--- src/logic/pwr_irq_pkg.sv ---
// Package: register map, field layout, reset values, timing counts and modes
package pwr_irq_pkg;
	// Register byte addresses on APB
	localparam logic [11:0] TRIG_CFG_ADDR   = 12'h000;
	localparam logic [11:0] PIN_SEL_ADDR    = 12'h004;
	localparam logic [11:0] MAIN_CLK_ADDR   = 12'h008;
	localparam logic [11:0] WAKE_CTRL_ADDR  = 12'h00c;
	localparam logic [11:0] STATUS_ADDR     = 12'h010;
	localparam logic [11:0] IRQ_ACK_ADDR    = 12'h014;
	// Reset values
	localparam logic [7:0]  TRIG_CFG_RESET  = 8'h00;
	localparam logic [7:0]  PIN_SEL_RESET   = 8'h00;
	// Field positions
	localparam int          SLOW_BIT        = 0;
	localparam int          TIMED_WAKE_BIT  = 0;
	localparam int          ACTIVE_HALT_BIT = 1;
	localparam int          FIELD_W         = 2;
	localparam int          NUM_SRC         = 4;
	// Trigger types
	localparam logic [1:0]  TRIG_LOW_FALL   = 2'h0;
	localparam logic [1:0]  TRIG_RISE       = 2'h1;
	localparam logic [1:0]  TRIG_FALL       = 2'h2;
	localparam logic [1:0]  TRIG_BOTH       = 2'h3;
	// Opcodes and clocks
	localparam logic [7:0]  HALT_OPCODE     = 8'h8e;
	localparam int          SLOW_DIV        = 32;
	localparam int          STARTUP_CYCLES  = 256;
	// Power modes
	typedef enum logic [2:0] {RUN, SLOW, WAIT, SLOW_WAIT, HALT, STARTUP} mode_type;
endpackage : pwr_irq_pkg

--- src/logic/ext_src_detect.sv ---
// One external interrupt source: pin select, synchroniser, edge/level detect
`timescale 1ns/1ps
`default_nettype none
module ext_src_detect
	import pwr_irq_pkg::*;
(
	// Clock and reset
	input  wire logic       clk,
	input  wire logic       rst,
	// Pin group and configuration
	input  wire logic [2:0] pins,
	input  wire logic [1:0] pin_sel,
	input  wire logic [1:0] trig,
	// Request handling
	input  wire logic       ack,
	output logic            req
);
	logic [2:0] sync_a;
	logic [2:0] sync_b;
	logic       prev;
	logic       edge_latch;
	// Selection after both flops, so no pin reaches logic unsynchronised
	wire        pin_lvl  = (pin_sel == 2'h3) ? sync_b[2] :
	                       (pin_sel == 2'h2) ? sync_b[1] : sync_b[0];
	wire        enabled  = (pin_sel != 2'h0);
	wire        rise     = pin_lvl & ~prev;
	wire        fall     = ~pin_lvl & prev;
	// Trigger decode, selected pin already synchronised
	wire        edge_hit = enabled & ((trig == TRIG_RISE) ? rise :
	                       (trig == TRIG_BOTH) ? (rise | fall) : fall);
	wire        low_hit  = enabled & (trig == TRIG_LOW_FALL) & ~pin_lvl;

	// Two-stage synchroniser on every pin of the group, then one history sample;
	// a select change compares against the old pin, so change it while pins idle
	always_ff @(posedge clk)
	begin
		if (rst)
		begin
			sync_a <= 3'h7;
			sync_b <= 3'h7;
			prev   <= 1'b1;
		end
		else
		begin
			sync_a <= pins;
			sync_b <= sync_a;
			prev   <= pin_lvl;
		end
	end

	// Edge latch; a new edge wins over the acknowledge in the same cycle
	always_ff @(posedge clk)
	begin
		if (rst)
			edge_latch <= 1'b0;
		else if (edge_hit)
			edge_latch <= 1'b1;
		else if (ack)
			edge_latch <= 1'b0;
	end

	assign req = edge_latch | low_hit;
endmodule : ext_src_detect
`default_nettype wire

--- src/logic/ext_irq_power_modes.sv ---
// External interrupt routing and power-mode sequencer with APB registers
//
// Added by the designer: register access over APB and the placing of the registers.
`timescale 1ns/1ps
`default_nettype none
// How it works
// - trigger fields at bits 7:6,5:4,3:2,1:0
// - 00 low+fall, 01 rise, 10 fall, 11 both
// - trigger config writable only while mask set
// - both routing registers reset to zero
// - source 3 selects none, PB0, PB1, PB2
// - source 2 selects none, PB3, PB5, PB6
// - source 1 selects none, PA4, PA5, PA6
// - source 0 selects none, PA1, PA2, PA3
// - reset always lands in run mode
// - slow bit divides peripheral clock by 32
// - wait while slow gives slow-wait mode
// - wait stops CPU, peripherals keep running
// - entering wait clears interrupt mask
// - wait persists until interrupt or reset
// - halt only without active-halt or timed wake
// - halt exit waits 256 cycles start-up
// - entering halt forces interrupt mask low
// - halt stops oscillator, CPU and peripherals
// - watchdog option turns halt into reset
// - mask set on service entry
// - halt decoded from opcode 0x8e
// - edge request cleared on service entry
// - all four sources wake from halt
module ext_irq_power_modes
	import pwr_irq_pkg::*;
(
	// Clock and reset
	input  wire logic        MCLK,
	input  wire logic        RST,
	// APB slave
	input  wire logic        PSEL,
	input  wire logic        PENABLE,
	input  wire logic        PWRITE,
	input  wire logic [11:0] PADDR,
	input  wire logic [31:0] PWDATA,
	output logic      [31:0] PRDATA,
	output logic             PREADY,
	output logic             PSLVERR,
	// CPU core
	input  wire logic        OP_VALID,
	input  wire logic [7:0]  OP_CODE,
	input  wire logic        WAIT_OP,
	input  wire logic        MASK_IN,
	input  wire logic        ISR_ENTER,
	input  wire logic [3:0]  ISR_SRC,
	input  wire logic        OTHER_IRQ,
	input  wire logic        WDG_ENABLED,
	input  wire logic        WDG_HALT_OPT,
	// External port pins
	input  wire logic [7:0]  PORT_A,
	input  wire logic [7:0]  PORT_B,
	// Clock gating and core control
	output logic             CPU_CLK_EN,
	output logic             PERIPH_CLK_EN,
	output logic             OSC_ON,
	output logic             MASK_CLEAR,
	output logic             WDG_RESET,
	output logic      [3:0]  EXT_IRQ_REQ,
	output logic      [2:0]  MODE
);
	mode_type   mode;
	mode_type   next_mode;
	logic [7:0] trig_cfg;
	logic [7:0] pin_sel;
	logic       slow_clock_enable;
	logic       timed_wake_enable;
	logic       active_halt_en;
	logic [4:0] div_cnt;
	logic [8:0] start_cnt;
	logic [3:0] req;
	logic [3:0] ack;
	logic [2:0] src_pins [NUM_SRC];

	// APB decode; every access completes in its first access cycle
	wire        apb_acc   = PSEL & PENABLE;
	wire        apb_wr    = apb_acc & PWRITE;
	wire        hit_trig  = (PADDR == TRIG_CFG_ADDR);
	wire        hit_sel   = (PADDR == PIN_SEL_ADDR);
	wire        hit_clk   = (PADDR == MAIN_CLK_ADDR);
	wire        hit_wake  = (PADDR == WAKE_CTRL_ADDR);
	wire        hit_stat  = (PADDR == STATUS_ADDR);
	wire        hit_ack   = (PADDR == IRQ_ACK_ADDR);
	wire        mapped    = hit_trig | hit_sel | hit_clk | hit_wake | hit_stat | hit_ack;
	wire        trig_wr   = apb_wr & hit_trig & MASK_IN;
	wire [31:0] rd_mux    = hit_trig ? {24'h000000, trig_cfg} :
	                        hit_sel  ? {24'h000000, pin_sel} :
	                        hit_clk  ? {31'h0, slow_clock_enable} :
	                        hit_wake ? {30'h0, active_halt_en, timed_wake_enable} :
	                        hit_stat ? {25'h0, mode, req} : 32'h00000000;

	// Pin routing per source; unused entry 0 is gated in the detector
	assign src_pins[0] = {PORT_A[3], PORT_A[2], PORT_A[1]};
	assign src_pins[1] = {PORT_A[6], PORT_A[5], PORT_A[4]};
	assign src_pins[2] = {PORT_B[6], PORT_B[5], PORT_B[3]};
	assign src_pins[3] = {PORT_B[2], PORT_B[1], PORT_B[0]};

	// Service entry or a software write to the acknowledge register clears edges
	assign ack = (ISR_ENTER ? ISR_SRC : 4'h0) |
	             ((apb_wr & hit_ack) ? PWDATA[3:0] : 4'h0);

	// One detector per source; field positions follow the source number
	genvar g;
	generate
		for (g = 0; g < NUM_SRC; g++)
		begin : gen_src
			ext_src_detect u_det
			(
				.clk     (MCLK),
				.rst     (RST),
				.pins    (src_pins[g]),
				.pin_sel (pin_sel[FIELD_W*g +: FIELD_W]),
				.trig    (trig_cfg[FIELD_W*g +: FIELD_W]),
				.ack     (ack[g]),
				.req     (req[g])
			);
		end
	endgenerate

	// Power-mode decisions
	wire        any_ext   = |req;
	wire        halt_op   = OP_VALID & (OP_CODE == HALT_OPCODE);
	wire        wdg_trip  = WDG_ENABLED & WDG_HALT_OPT & ~active_halt_en;
	// Active-halt and timed wake leave this sequencer; CPU treats halt as other mode
	wire        plain_halt = ~active_halt_en & ~timed_wake_enable;
	wire        in_run    = (mode == RUN) | (mode == SLOW);
	wire        start_done = (start_cnt == 9'(STARTUP_CYCLES - 1));

	// Next mode
	always_comb
	begin
		next_mode = mode;
		unique case (mode)
			RUN, SLOW:
			begin
				if (halt_op & plain_halt & ~wdg_trip)
					next_mode = HALT;
				else if (WAIT_OP & ~halt_op)
					next_mode = slow_clock_enable ? SLOW_WAIT : WAIT;
				else
					next_mode = slow_clock_enable ? SLOW : RUN;
			end
			WAIT, SLOW_WAIT:
				if (any_ext | OTHER_IRQ)
					next_mode = slow_clock_enable ? SLOW : RUN;
			HALT:
				if (any_ext)
					next_mode = STARTUP;
			STARTUP:
				if (start_done)
					next_mode = slow_clock_enable ? SLOW : RUN;
		endcase
	end

	// Mode register; reset lands in run mode
	always_ff @(posedge MCLK)
	begin
		if (RST)
			mode <= RUN;
		else
			mode <= next_mode;
	end

	// Software registers
	always_ff @(posedge MCLK)
	begin
		if (RST)
		begin
			trig_cfg          <= TRIG_CFG_RESET;
			pin_sel           <= PIN_SEL_RESET;
			slow_clock_enable <= 1'b0;
			timed_wake_enable <= 1'b0;
			active_halt_en    <= 1'b0;
		end
		else
		begin
			if (trig_wr)
				trig_cfg <= PWDATA[7:0];
			if (apb_wr & hit_sel)
				pin_sel <= PWDATA[7:0];
			if (apb_wr & hit_clk)
				slow_clock_enable <= PWDATA[SLOW_BIT];
			if (apb_wr & hit_wake)
			begin
				timed_wake_enable <= PWDATA[TIMED_WAKE_BIT];
				active_halt_en    <= PWDATA[ACTIVE_HALT_BIT];
			end
		end
	end

	// Slow divider and start-up counter; the counter only runs out of halt
	always_ff @(posedge MCLK)
	begin
		if (RST)
		begin
			div_cnt   <= 5'h00;
			start_cnt <= 9'h000;
		end
		else
		begin
			div_cnt   <= div_cnt + 5'h01;
			start_cnt <= (mode == STARTUP) ? start_cnt + 9'h001 : 9'h000;
		end
	end

	// Registered outputs
	wire        tick      = slow_clock_enable ? (div_cnt == 5'(SLOW_DIV - 1)) : 1'b1;
	wire        cpu_next  = ((next_mode == RUN) | (next_mode == SLOW)) & tick;
	wire        per_next  = (next_mode != HALT) & (next_mode != STARTUP) & tick;
	wire        mclr_next = in_run & ((next_mode == WAIT) | (next_mode == SLOW_WAIT) |
	                        (next_mode == HALT));
	always_ff @(posedge MCLK)
	begin
		if (RST)
		begin
			PRDATA        <= 32'h00000000;
			PREADY        <= 1'b0;
			PSLVERR       <= 1'b0;
			CPU_CLK_EN    <= 1'b1;
			PERIPH_CLK_EN <= 1'b1;
			OSC_ON        <= 1'b1;
			MASK_CLEAR    <= 1'b0;
			WDG_RESET     <= 1'b0;
			EXT_IRQ_REQ   <= 4'h0;
			MODE          <= 3'h0;
		end
		else
		begin
			PRDATA        <= (PSEL & ~PENABLE & ~PWRITE) ? rd_mux : PRDATA;
			PREADY        <= PSEL & ~PENABLE;
			PSLVERR       <= PSEL & ~PENABLE & ~mapped;
			CPU_CLK_EN    <= cpu_next;
			PERIPH_CLK_EN <= per_next;
			OSC_ON        <= (next_mode != HALT);
			MASK_CLEAR    <= mclr_next;
			WDG_RESET     <= in_run & halt_op & wdg_trip;
			EXT_IRQ_REQ   <= req;
			MODE          <= next_mode;
		end
	end

	// Checks: register locks, state after reset and unselected source requests
	trig_lock_a: assert property (@(posedge MCLK) disable iff (RST)
		(apb_wr & hit_trig & ~MASK_IN) |=> $stable(trig_cfg))
		else $error("trigger config changed while mask clear");
	trig_write_a: assert property (@(posedge MCLK) disable iff (RST)
		(apb_wr & hit_trig & MASK_IN) |=> (trig_cfg == $past(PWDATA[7:0])))
		else $error("trigger config write lost while mask set");
	reset_regs_a: assert property (@(posedge MCLK) disable iff (RST)
		$fell(RST) |-> (trig_cfg == TRIG_CFG_RESET && pin_sel == PIN_SEL_RESET))
		else $error("routing registers not cleared by reset");
	run_reset_a: assert property (@(posedge MCLK) disable iff (RST)
		$fell(RST) |-> (mode == RUN && MODE == 3'h0))
		else $error("reset did not land in run mode");
	unsel_req_a: assert property (@(posedge MCLK) disable iff (RST)
		(pin_sel[1:0] == 2'h0 && $past(pin_sel[1:0]) == 2'h0 && !req[0]) |=> !req[0])
		else $error("unselected source raised request");

	// Checks: slow and wait modes
	slow_cpu_a: assert property (@(posedge MCLK) disable iff (RST)
		(slow_clock_enable && $past(slow_clock_enable) && CPU_CLK_EN) |=> !CPU_CLK_EN)
		else $error("slow clock enable not divided");
	slow_run_a: assert property (@(posedge MCLK) disable iff (RST)
		(mode == RUN && slow_clock_enable && !OP_VALID && !WAIT_OP) |=> (mode == SLOW))
		else $error("slow mode not entered");
	slow_exit_a: assert property (@(posedge MCLK) disable iff (RST)
		(mode == SLOW && !slow_clock_enable && !OP_VALID && !WAIT_OP) |=> (mode == RUN))
		else $error("slow mode not left");
	slow_wait_a: assert property (@(posedge MCLK) disable iff (RST)
		(in_run && WAIT_OP && !halt_op && slow_clock_enable) |=> (mode == SLOW_WAIT))
		else $error("slow-wait not entered");
	wait_op_a: assert property (@(posedge MCLK) disable iff (RST)
		(in_run && WAIT_OP && !halt_op && !slow_clock_enable) |=> (mode == WAIT))
		else $error("wait not entered");
	wait_cpu_a: assert property (@(posedge MCLK) disable iff (RST)
		(mode == WAIT || mode == SLOW_WAIT) |-> !CPU_CLK_EN)
		else $error("CPU clock running in wait");
	wait_periph_a: assert property (@(posedge MCLK) disable iff (RST)
		(mode == WAIT && !$past(slow_clock_enable)) |-> PERIPH_CLK_EN)
		else $error("peripheral clock stopped in wait");
	wait_mask_a: assert property (@(posedge MCLK) disable iff (RST)
		(in_run && (next_mode == WAIT || next_mode == SLOW_WAIT)) |=> MASK_CLEAR)
		else $error("mask not cleared entering wait");
	wait_hold_a: assert property (@(posedge MCLK) disable iff (RST)
		(mode == WAIT && !any_ext && !OTHER_IRQ) |=> (mode == WAIT))
		else $error("wait left without interrupt");
	wait_exit_a: assert property (@(posedge MCLK) disable iff (RST)
		(mode == WAIT && (any_ext || OTHER_IRQ)) |=> (mode == RUN || mode == SLOW))
		else $error("wait not left on interrupt");

	// Checks: halt, start-up and watchdog
	halt_refuse_a: assert property (@(posedge MCLK) disable iff (RST)
		(in_run && halt_op && !plain_halt) |=> (mode != HALT))
		else $error("halt entered with timed wake or active-halt");
	halt_enter_a: assert property (@(posedge MCLK) disable iff (RST)
		(in_run && halt_op && plain_halt && !wdg_trip) |=> (mode == HALT && !WDG_RESET))
		else $error("plain halt not entered");
	halt_osc_a: assert property (@(posedge MCLK) disable iff (RST)
		(mode == HALT) |-> !OSC_ON)
		else $error("oscillator on in halt");
	halt_clk_a: assert property (@(posedge MCLK) disable iff (RST)
		(mode == HALT || mode == STARTUP) |-> (!CPU_CLK_EN && !PERIPH_CLK_EN))
		else $error("clocks running in halt or start-up");
	halt_mask_a: assert property (@(posedge MCLK) disable iff (RST)
		(in_run && next_mode == HALT) |=> MASK_CLEAR)
		else $error("mask not cleared entering halt");
	halt_opcode_a: assert property (@(posedge MCLK) disable iff (RST)
		(in_run && OP_CODE != HALT_OPCODE) |=> (mode != HALT))
		else $error("halt entered on another opcode");
	halt_wake_a: assert property (@(posedge MCLK) disable iff (RST)
		(mode == HALT && any_ext) |=> (mode == STARTUP))
		else $error("external request did not wake halt");
	halt_stay_a: assert property (@(posedge MCLK) disable iff (RST)
		(mode == HALT && !any_ext) |=> (mode == HALT))
		else $error("halt left without request");
	startup_len_a: assert property (@(posedge MCLK) disable iff (RST)
		(mode == HALT && next_mode == STARTUP) |=> (mode == STARTUP) [*8])
		else $error("start-up delay too short");
	startup_run_a: assert property (@(posedge MCLK) disable iff (RST)
		(mode == STARTUP && !start_done) |=> (mode == STARTUP))
		else $error("start-up cut short");
	startup_end_a: assert property (@(posedge MCLK) disable iff (RST)
		(mode == STARTUP && start_cnt == 9'(STARTUP_CYCLES - 1)) |=> (mode != STARTUP))
		else $error("start-up did not end at 256");
	startup_osc_a: assert property (@(posedge MCLK) disable iff (RST)
		(mode == STARTUP) |-> OSC_ON)
		else $error("oscillator off during start-up");
	wdg_halt_a: assert property (@(posedge MCLK) disable iff (RST)
		(in_run && halt_op && wdg_trip) |=> (WDG_RESET && mode != HALT))
		else $error("watchdog halt not turned into reset");
	active_wdg_a: assert property (@(posedge MCLK) disable iff (RST)
		(halt_op && active_halt_en) |=> !WDG_RESET)
		else $error("watchdog reset with active-halt enabled");
	cov_wait_c: cover property (@(posedge MCLK) mode == WAIT ##1 mode == RUN);
	cov_halt_c: cover property (@(posedge MCLK) mode == HALT ##1 mode == STARTUP);
	cov_slow_c: cover property (@(posedge MCLK) mode == SLOW_WAIT);
	cov_req_c:  cover property (@(posedge MCLK) any_ext && mode == HALT);
	cov_wdg_c:  cover property (@(posedge MCLK) in_run && halt_op && wdg_trip);
endmodule : ext_irq_power_modes
`default_nettype wire

--- config.mk ---
export PLATFORM = sky130hd
export DESIGN_NAME = ext_irq_power_modes
export DESIGN_NICKNAME = d
export VERILOG_FILES = /design/src/logic/pwr_irq_pkg.sv /design/src/logic/ext_src_detect.sv /design/src/logic/ext_irq_power_modes.sv
export SDC_FILE = /design/constraint.sdc
export NUM_CORES = 1
export LEC_CHECK = 0
export ABC_AREA = 1
export BUFFER_PORTS_ARGS = -buffer_cell sky130_fd_sc_hd__buf_2
export CORE_MARGIN = 4
export CORE_UTILIZATION = 35
export DETAILED_ROUTE_END_ITERATION = 6
export GPL_ROUTABILITY_DRIVEN = 0
export PLACE_DENSITY = 0.66
export SETUP_SLACK_MARGIN = 0.4
export SYNTH_ARGS = -nofsm -noshare
export SYNTH_HDL_FRONTEND = slang
export SYNTH_SLANG_ARGS = --single-unit
--- constraint.sdc ---
create_clock -name MCLK -period 3.3 [get_ports MCLK]
set_clock_uncertainty 0.05 [all_clocks]
set_input_delay 0.66 -clock MCLK [delete_from_list [all_inputs] [get_ports MCLK]]
set_output_delay 0.66 -clock MCLK [all_outputs]
set_load 0.02 [all_outputs]
Yosys cells after proc, flatten, opt, wreduce, memory -nomap -nowiden. Index checks and enable logic that the tools add are counted.

Register bits after elaboration: 111. Input bits: 84. Output and inout port bits: 46.

Add/sub/neg operators: 2. Equal/unequal tests: 35. Mux-type cells: 40. Bitwise logic cells: 79. Reduce and logical (&&, ||, !) cells: 19.

Operator list (number): $and A1 B1 Y1 (44); $mux W1 (27); $eq A12 B4 Y1 const B (2); $eq A12 B5 Y1 const B (2); $eq A2 B2 Y1 const B (12); $mux W7 (3); $or A1 B1 Y1 (18); $mux W8 (2); $not A1 Y1 (16); $reduce_bool A2 Y1 (8); $eq A12 B3 Y1 const B (1); $eq A3 B2 Y1 const B (4); $logic_not A12 Y1 (1); $mux W3 (4); $pmux W3 S4 (1); $add A9 B1 Y9 const B (1); $eq A3 B3 Y1 const B (3); $eq A9 B8 Y1 const B (1); $eq A2 B1 Y1 const B (4); $eq A8 B8 Y1 const B (1); $logic_not A2 Y1 (4); $mux W4 (2); $eq A3 B1 Y1 const B (2); $logic_not A3 Y1 (2); other kinds (7) (10).

Longest topological paths before layout.
Word-level depth: 14. Mapped depth: 12.

By module. Synthesis repeated with hierarchy kept, for this count alone.

Cell total of the unflattened synthesis: 552. Area, all modules: 4036.4 um^2.

By module, submodules not included: ext_irq_power_modes (instances 1, cells an instance 384, area each 2695.1 um^2, seq. area each 1101.1 um^2); ext_src_detect (instances 4, cells an instance 42, area each 335.3 um^2, seq. area each 160.2 um^2).

Worst setup path before layout. OpenSTA, ideal clock, no wires.

Path kind: input to register. Start: input port OP_CODE[0]. End: register OSC_ON. Setup time: 0.120 ns. Arrival: 1.663 ns. Data required time: 3.130 ns. Slack: 1.467 ns. Stages on the path: 7. Cell sequence: inv_1 nand2_1 nor4_2 nand4_1 a21oi_4 nand4_1 or2_1.

Word-level cells in the longest chain between the ends: 8. Elaborated cells between the ends (all ways): 10. Those cells by class: eq/ne (2); mux (3); bitwise (5).

RTL lines: from (decl) (RTL line ext_irq_power_modes.sv:47) `input wire logic [7:0] OP_CODE,`; $eq A8 B8 Y1 * (RTL line ext_irq_power_modes.sv:127) `wire halt_op = OP_VALID & (OP_CODE == HALT_OPCODE);`; $and A1 B1 Y1 * (RTL line ext_irq_power_modes.sv:127); $not A1 Y1 (RTL line ext_irq_power_modes.sv:143) `else if (WAIT_OP & ~halt_op)`; $and A1 B1 Y1 (RTL line ext_irq_power_modes.sv:143); $mux W2 (RTL line ext_irq_power_modes.sv:143); $mux W3 * (RTL line ext_irq_power_modes.sv:141) `if (halt_op & plain_halt & ~wdg_trip)`; $pmux W3 S4 * (RTL line ext_irq_power_modes.sv:138) `unique case (mode)`; $ne A3 B3 Y1 * (RTL line ext_irq_power_modes.sv:239) `OSC_ON <= (next_mode != HALT);`; to (signal assigned) (RTL line ext_irq_power_modes.sv:239); to (decl) (RTL line ext_irq_power_modes.sv:61) `output logic OSC_ON,`.

Mark *: on every way between the ends. The rest lies on a longest branch, timed or not. A chain may end at the register's enable or synchronous reset.

Worst setup path after layout.
Start: register start_cnt[0]. End: register OSC_ON.

Word-level cells in the longest chain between the ends: 4.

RTL lines: from (decl) (RTL line ext_irq_power_modes.sv:75) `logic [8:0] start_cnt;`; from (signal assigned) (RTL line ext_irq_power_modes.sv:207) `start_cnt <= (mode == STARTUP) ? start_cnt + 9'h001 : 9'h000;`; $eq A9 B8 Y1 (RTL line ext_irq_power_modes.sv:132) `wire start_done = (start_cnt == 9'(STARTUP_CYCLES - 1));`; $mux W3 (RTL line ext_irq_power_modes.sv:155) `if (start_done)`; $pmux W3 S4 (RTL line ext_irq_power_modes.sv:138); $ne A3 B3 Y1 (RTL line ext_irq_power_modes.sv:239).

Every way passes these cells.

==> impl_metrics.ini <==
[yosys]
yosysTopAreaCellShare_pct = 42.6
async_flop_share_pct = 0
synth_ff_type = dfxtp_1
ys_ff_latch = 87
ys_seq_area_share_pct = 42.6
ys_types = 38
syn_inst = 504
netlist_area_sq_mm = 0.00409
synth_top_cells_by_count = dfxtp_1 (87), inv_1 (71), nor2_1 (65), nand2_1 (60), a21oi_1 (26)
synthTopCellsByArea = dfxtp_1 (43%), inv_1 (6.5%), nor2_1 (6.0%), nand2_1 (5.5%), a211oi_2 (4.6%)
yosysMostFrequentCell = dfxtp_1
avgSynthCellArea_sq_um = 8.12
synth_edf_count = 0
synth_top_cell_by_area = dfxtp_1
yosysWarningCount = 0

[drt]
routedWlPerCell_um = 12.7
vias = 3386
drt_iter0_drc = 165
antenna_left = 0
remaining_drc_errors = 0
viasPerCell = 4.64
dr.pass1.iters = 5
wl_mm = 9.31

[worst_setup_path]
rr_worst_depth = 10
path_class = reg -> reg
worst-r2r-setup-slack_ns = 1.17
path_max_fanout = 3
crit_end = OSC_ON
crit_start = start_cnt[0]
r2r_end = OSC_ON
crit_arrival_ns = 2.31
required_ns = 3.48
crit-reg2reg-launch = start_cnt[0]
end_kind = flop
worstSetupStartpointType = flop

[clock_tree]
cts_sinks = 87
tritoncts = built
clock_latency_ns = 0.34
cts_hold_buf = 0
clockBufferDepth = 2
cts_setup_buffers = 0
clk_root_buffer_cell = clkbuf_16
h-tree-depth = 3
cts_resized = 0
cts.clk_slew.worst_paths_ns = 0.06
numCtsBuffers = 9

[final_layout]
multi_input_area_sq_mm = 0.00190
syn_to_final_growth_pct = 18.5
nets = 678
antenna_cells = 0
register_area_sq_mm = 0.00174
drive_gt1_share_pct = 29.5
fin_cells = 730
fillCellCount = 1142

[timing]
period_share_pct = 64.5
worst_pin_slew_ns = 0.511
rsz0062_at_grt = no
setup_viol = 0
maxSlewViolCount = 0
hold_viol_final = 0
min_period_ns = 2.13
tns_ns = 0
relSlewSlack_pct = 65.6
fin_ws_ns = 1.17
timing.fmax_mhz = 469

[die]
coreArea_sq_mm = 0.0114
dieArea_sq_mm = 0.0135
die_width_um = 116
start_util_pct = 35.8
io_pins = 130
die_y_um = 116
num_rows = 39

[placed_design]
place_inst = 714
port_buffers = 77
dp_slack_ns = 1.10
dp_hpwl_mm = 7.13

[global_route]
antenna_found_initial = 0
grt_first_pass_wirelength_mm = 15.2
track_usage_pct = 14.4
grt_max_degree = 47
gr-total-overflow = 0
grt_pass1_vias = 3205

[min_path]
hold_path.class = reg -> reg

[pwr]
ir_worst_vdd_v = 0.000214
powerDensity_mw_per_mm2 = 487
power_leakage_nw = 2.13

[run_status]
outcome = finished, final reports clean

[job]
max_cap_violations = 0
-- cell usage in the layout, fill, tap and decap left out, types with 10 or more instances in the layout --
cell type | netlist | layout
conb_1 | 1 | 24
nand3_1 | 19 | 19
a211oi_2 | 15 | 15
nand2_2 | 10 | 10
o21ai_0 | 10 | 10
a21oi_1 | 26 | 26
buf_2 | 0 | 77
nand3_2 | 10 | 10
nor2_1 | 65 | 65
inv_1 | 71 | 71
dfxtp_1 | 87 | 87
nand2_1 | 60 | 60
ha_1 | 12 | 12
o221ai_1 | 10 | 10
or2_2 | 24 | 24
-- flip-flops by register name (all words and copies together) (netlist names) --
signal / count
gen_src.u_det.edge_latch: 4
active_halt_en: 1
PREADY: 1
MASK_CLEAR: 1
slow_clock_enable: 1
timed_wake_enable: 1
gen_src.u_det.sync_b: 12
MODE: 3
PRDATA: 8
CPU_CLK_EN: 1
OSC_ON: 1
gen_src.u_det.prev: 4
PERIPH_CLK_EN: 1
trig_cfg: 8
gen_src.u_det.sync_a: 12
WDG_RESET: 1
EXT_IRQ_REQ: 4
pin_sel: 8
div_cnt: 5
start_cnt: 9
PSLVERR: 1
-- how the worst min path moves through the flow --
stage / startpoint / to / slack (ns) / cells after the start
final: gen_src[2].u_det.sync_a[1] / gen_src[2].u_det.sync_b[1] / 0.36 / 1
after CTS: gen_src[2].u_det.sync_a[1] / gen_src[2].u_det.sync_b[1] / 0.36 / 1
after floorplan: gen_src[0].u_det.sync_a[0] / gen_src[0].u_det.sync_b[0] / 0.34 / 1
after global placement: gen_src[1].u_det.sync_a[1] / gen_src[1].u_det.sync_b[1] / 0.34 / 1
after global routing: gen_src[1].u_det.sync_a[1] / gen_src[1].u_det.sync_b[1] / 0.37 / 1
after detailed placement: gen_src[2].u_det.sync_a[1] / gen_src[2].u_det.sync_b[1] / 0.34 / 1
-- per-stage QoR --
step	utilization (%)	power, mW	hold slack, ns	instance area (sq um)
floorplan	-	1.25	0.339	4180
global placement	39.6	1.29	0.343	4530
detailed placement	39.6	1.30	0.342	4530
CTS	42.5	2.38	0.356	4850
global route	42.5	2.46	0.374	4850
finish	42.5	2.36	0.357	4850
-- final cells by class --
type | count | share of cell area (%)
Clock buffer | 9 | 4.65
Inverter | 79 | 6.12
Multi-Input combinational cell | 326 | 39.1
Clock inverter | 7 | 1.99
Tap cell | 143 | 3.69
Sequential cell | 87 | 35.9
Timing Repair Buffer | 79 | 8.52
-- metal layers --
metal	track usage (%)	vias up	share of wire [%]
met5	0	-	0
met3	3.42	22	8.3
li1	-	1736	-
met1	18.5	1504	44
met2	23.2	124	45
met4	6.50	0	2.7
-- power by group --
group | internal, mW | total (mW) | switching (mW)
sequential | 1.08 | 1.09 | 0.00918
clock | 0.665 | 1.09 | 0.421
combinational | 0.0645 | 0.187 | 0.123
total | 1.81 | 2.36 | 0.552
-- worst max-delay path, cell delays in order, from the launching register on --
cell     delay, ns
dfxtp_1       0.35
ha_1          0.17
nand2_1       0.07
nor2_1        0.16
nand3_1       0.14
nor3_1        0.17
ha_1          0.22
a21oi_1       0.10
a21oi_2       0.14
nand4_1       0.19
or2_1         0.26
-- cells by family (layout without fill, tap and decap cells) --
family | Yosys count | after routing | synth area share, %
other cells | 1 | 24 | 0.0916
flops | 87 | 87 | 42.6
xor+xnor | 1 | 1 | 0.214
buf+inv | 114 | 174 | 13.2
fa+ha+maj | 12 | 12 | 3.67
compound gates | 77 | 77 | 14.1
simple gates | 212 | 212 | 26.2
No activity file was read; power rests on OpenSTA's default activity.
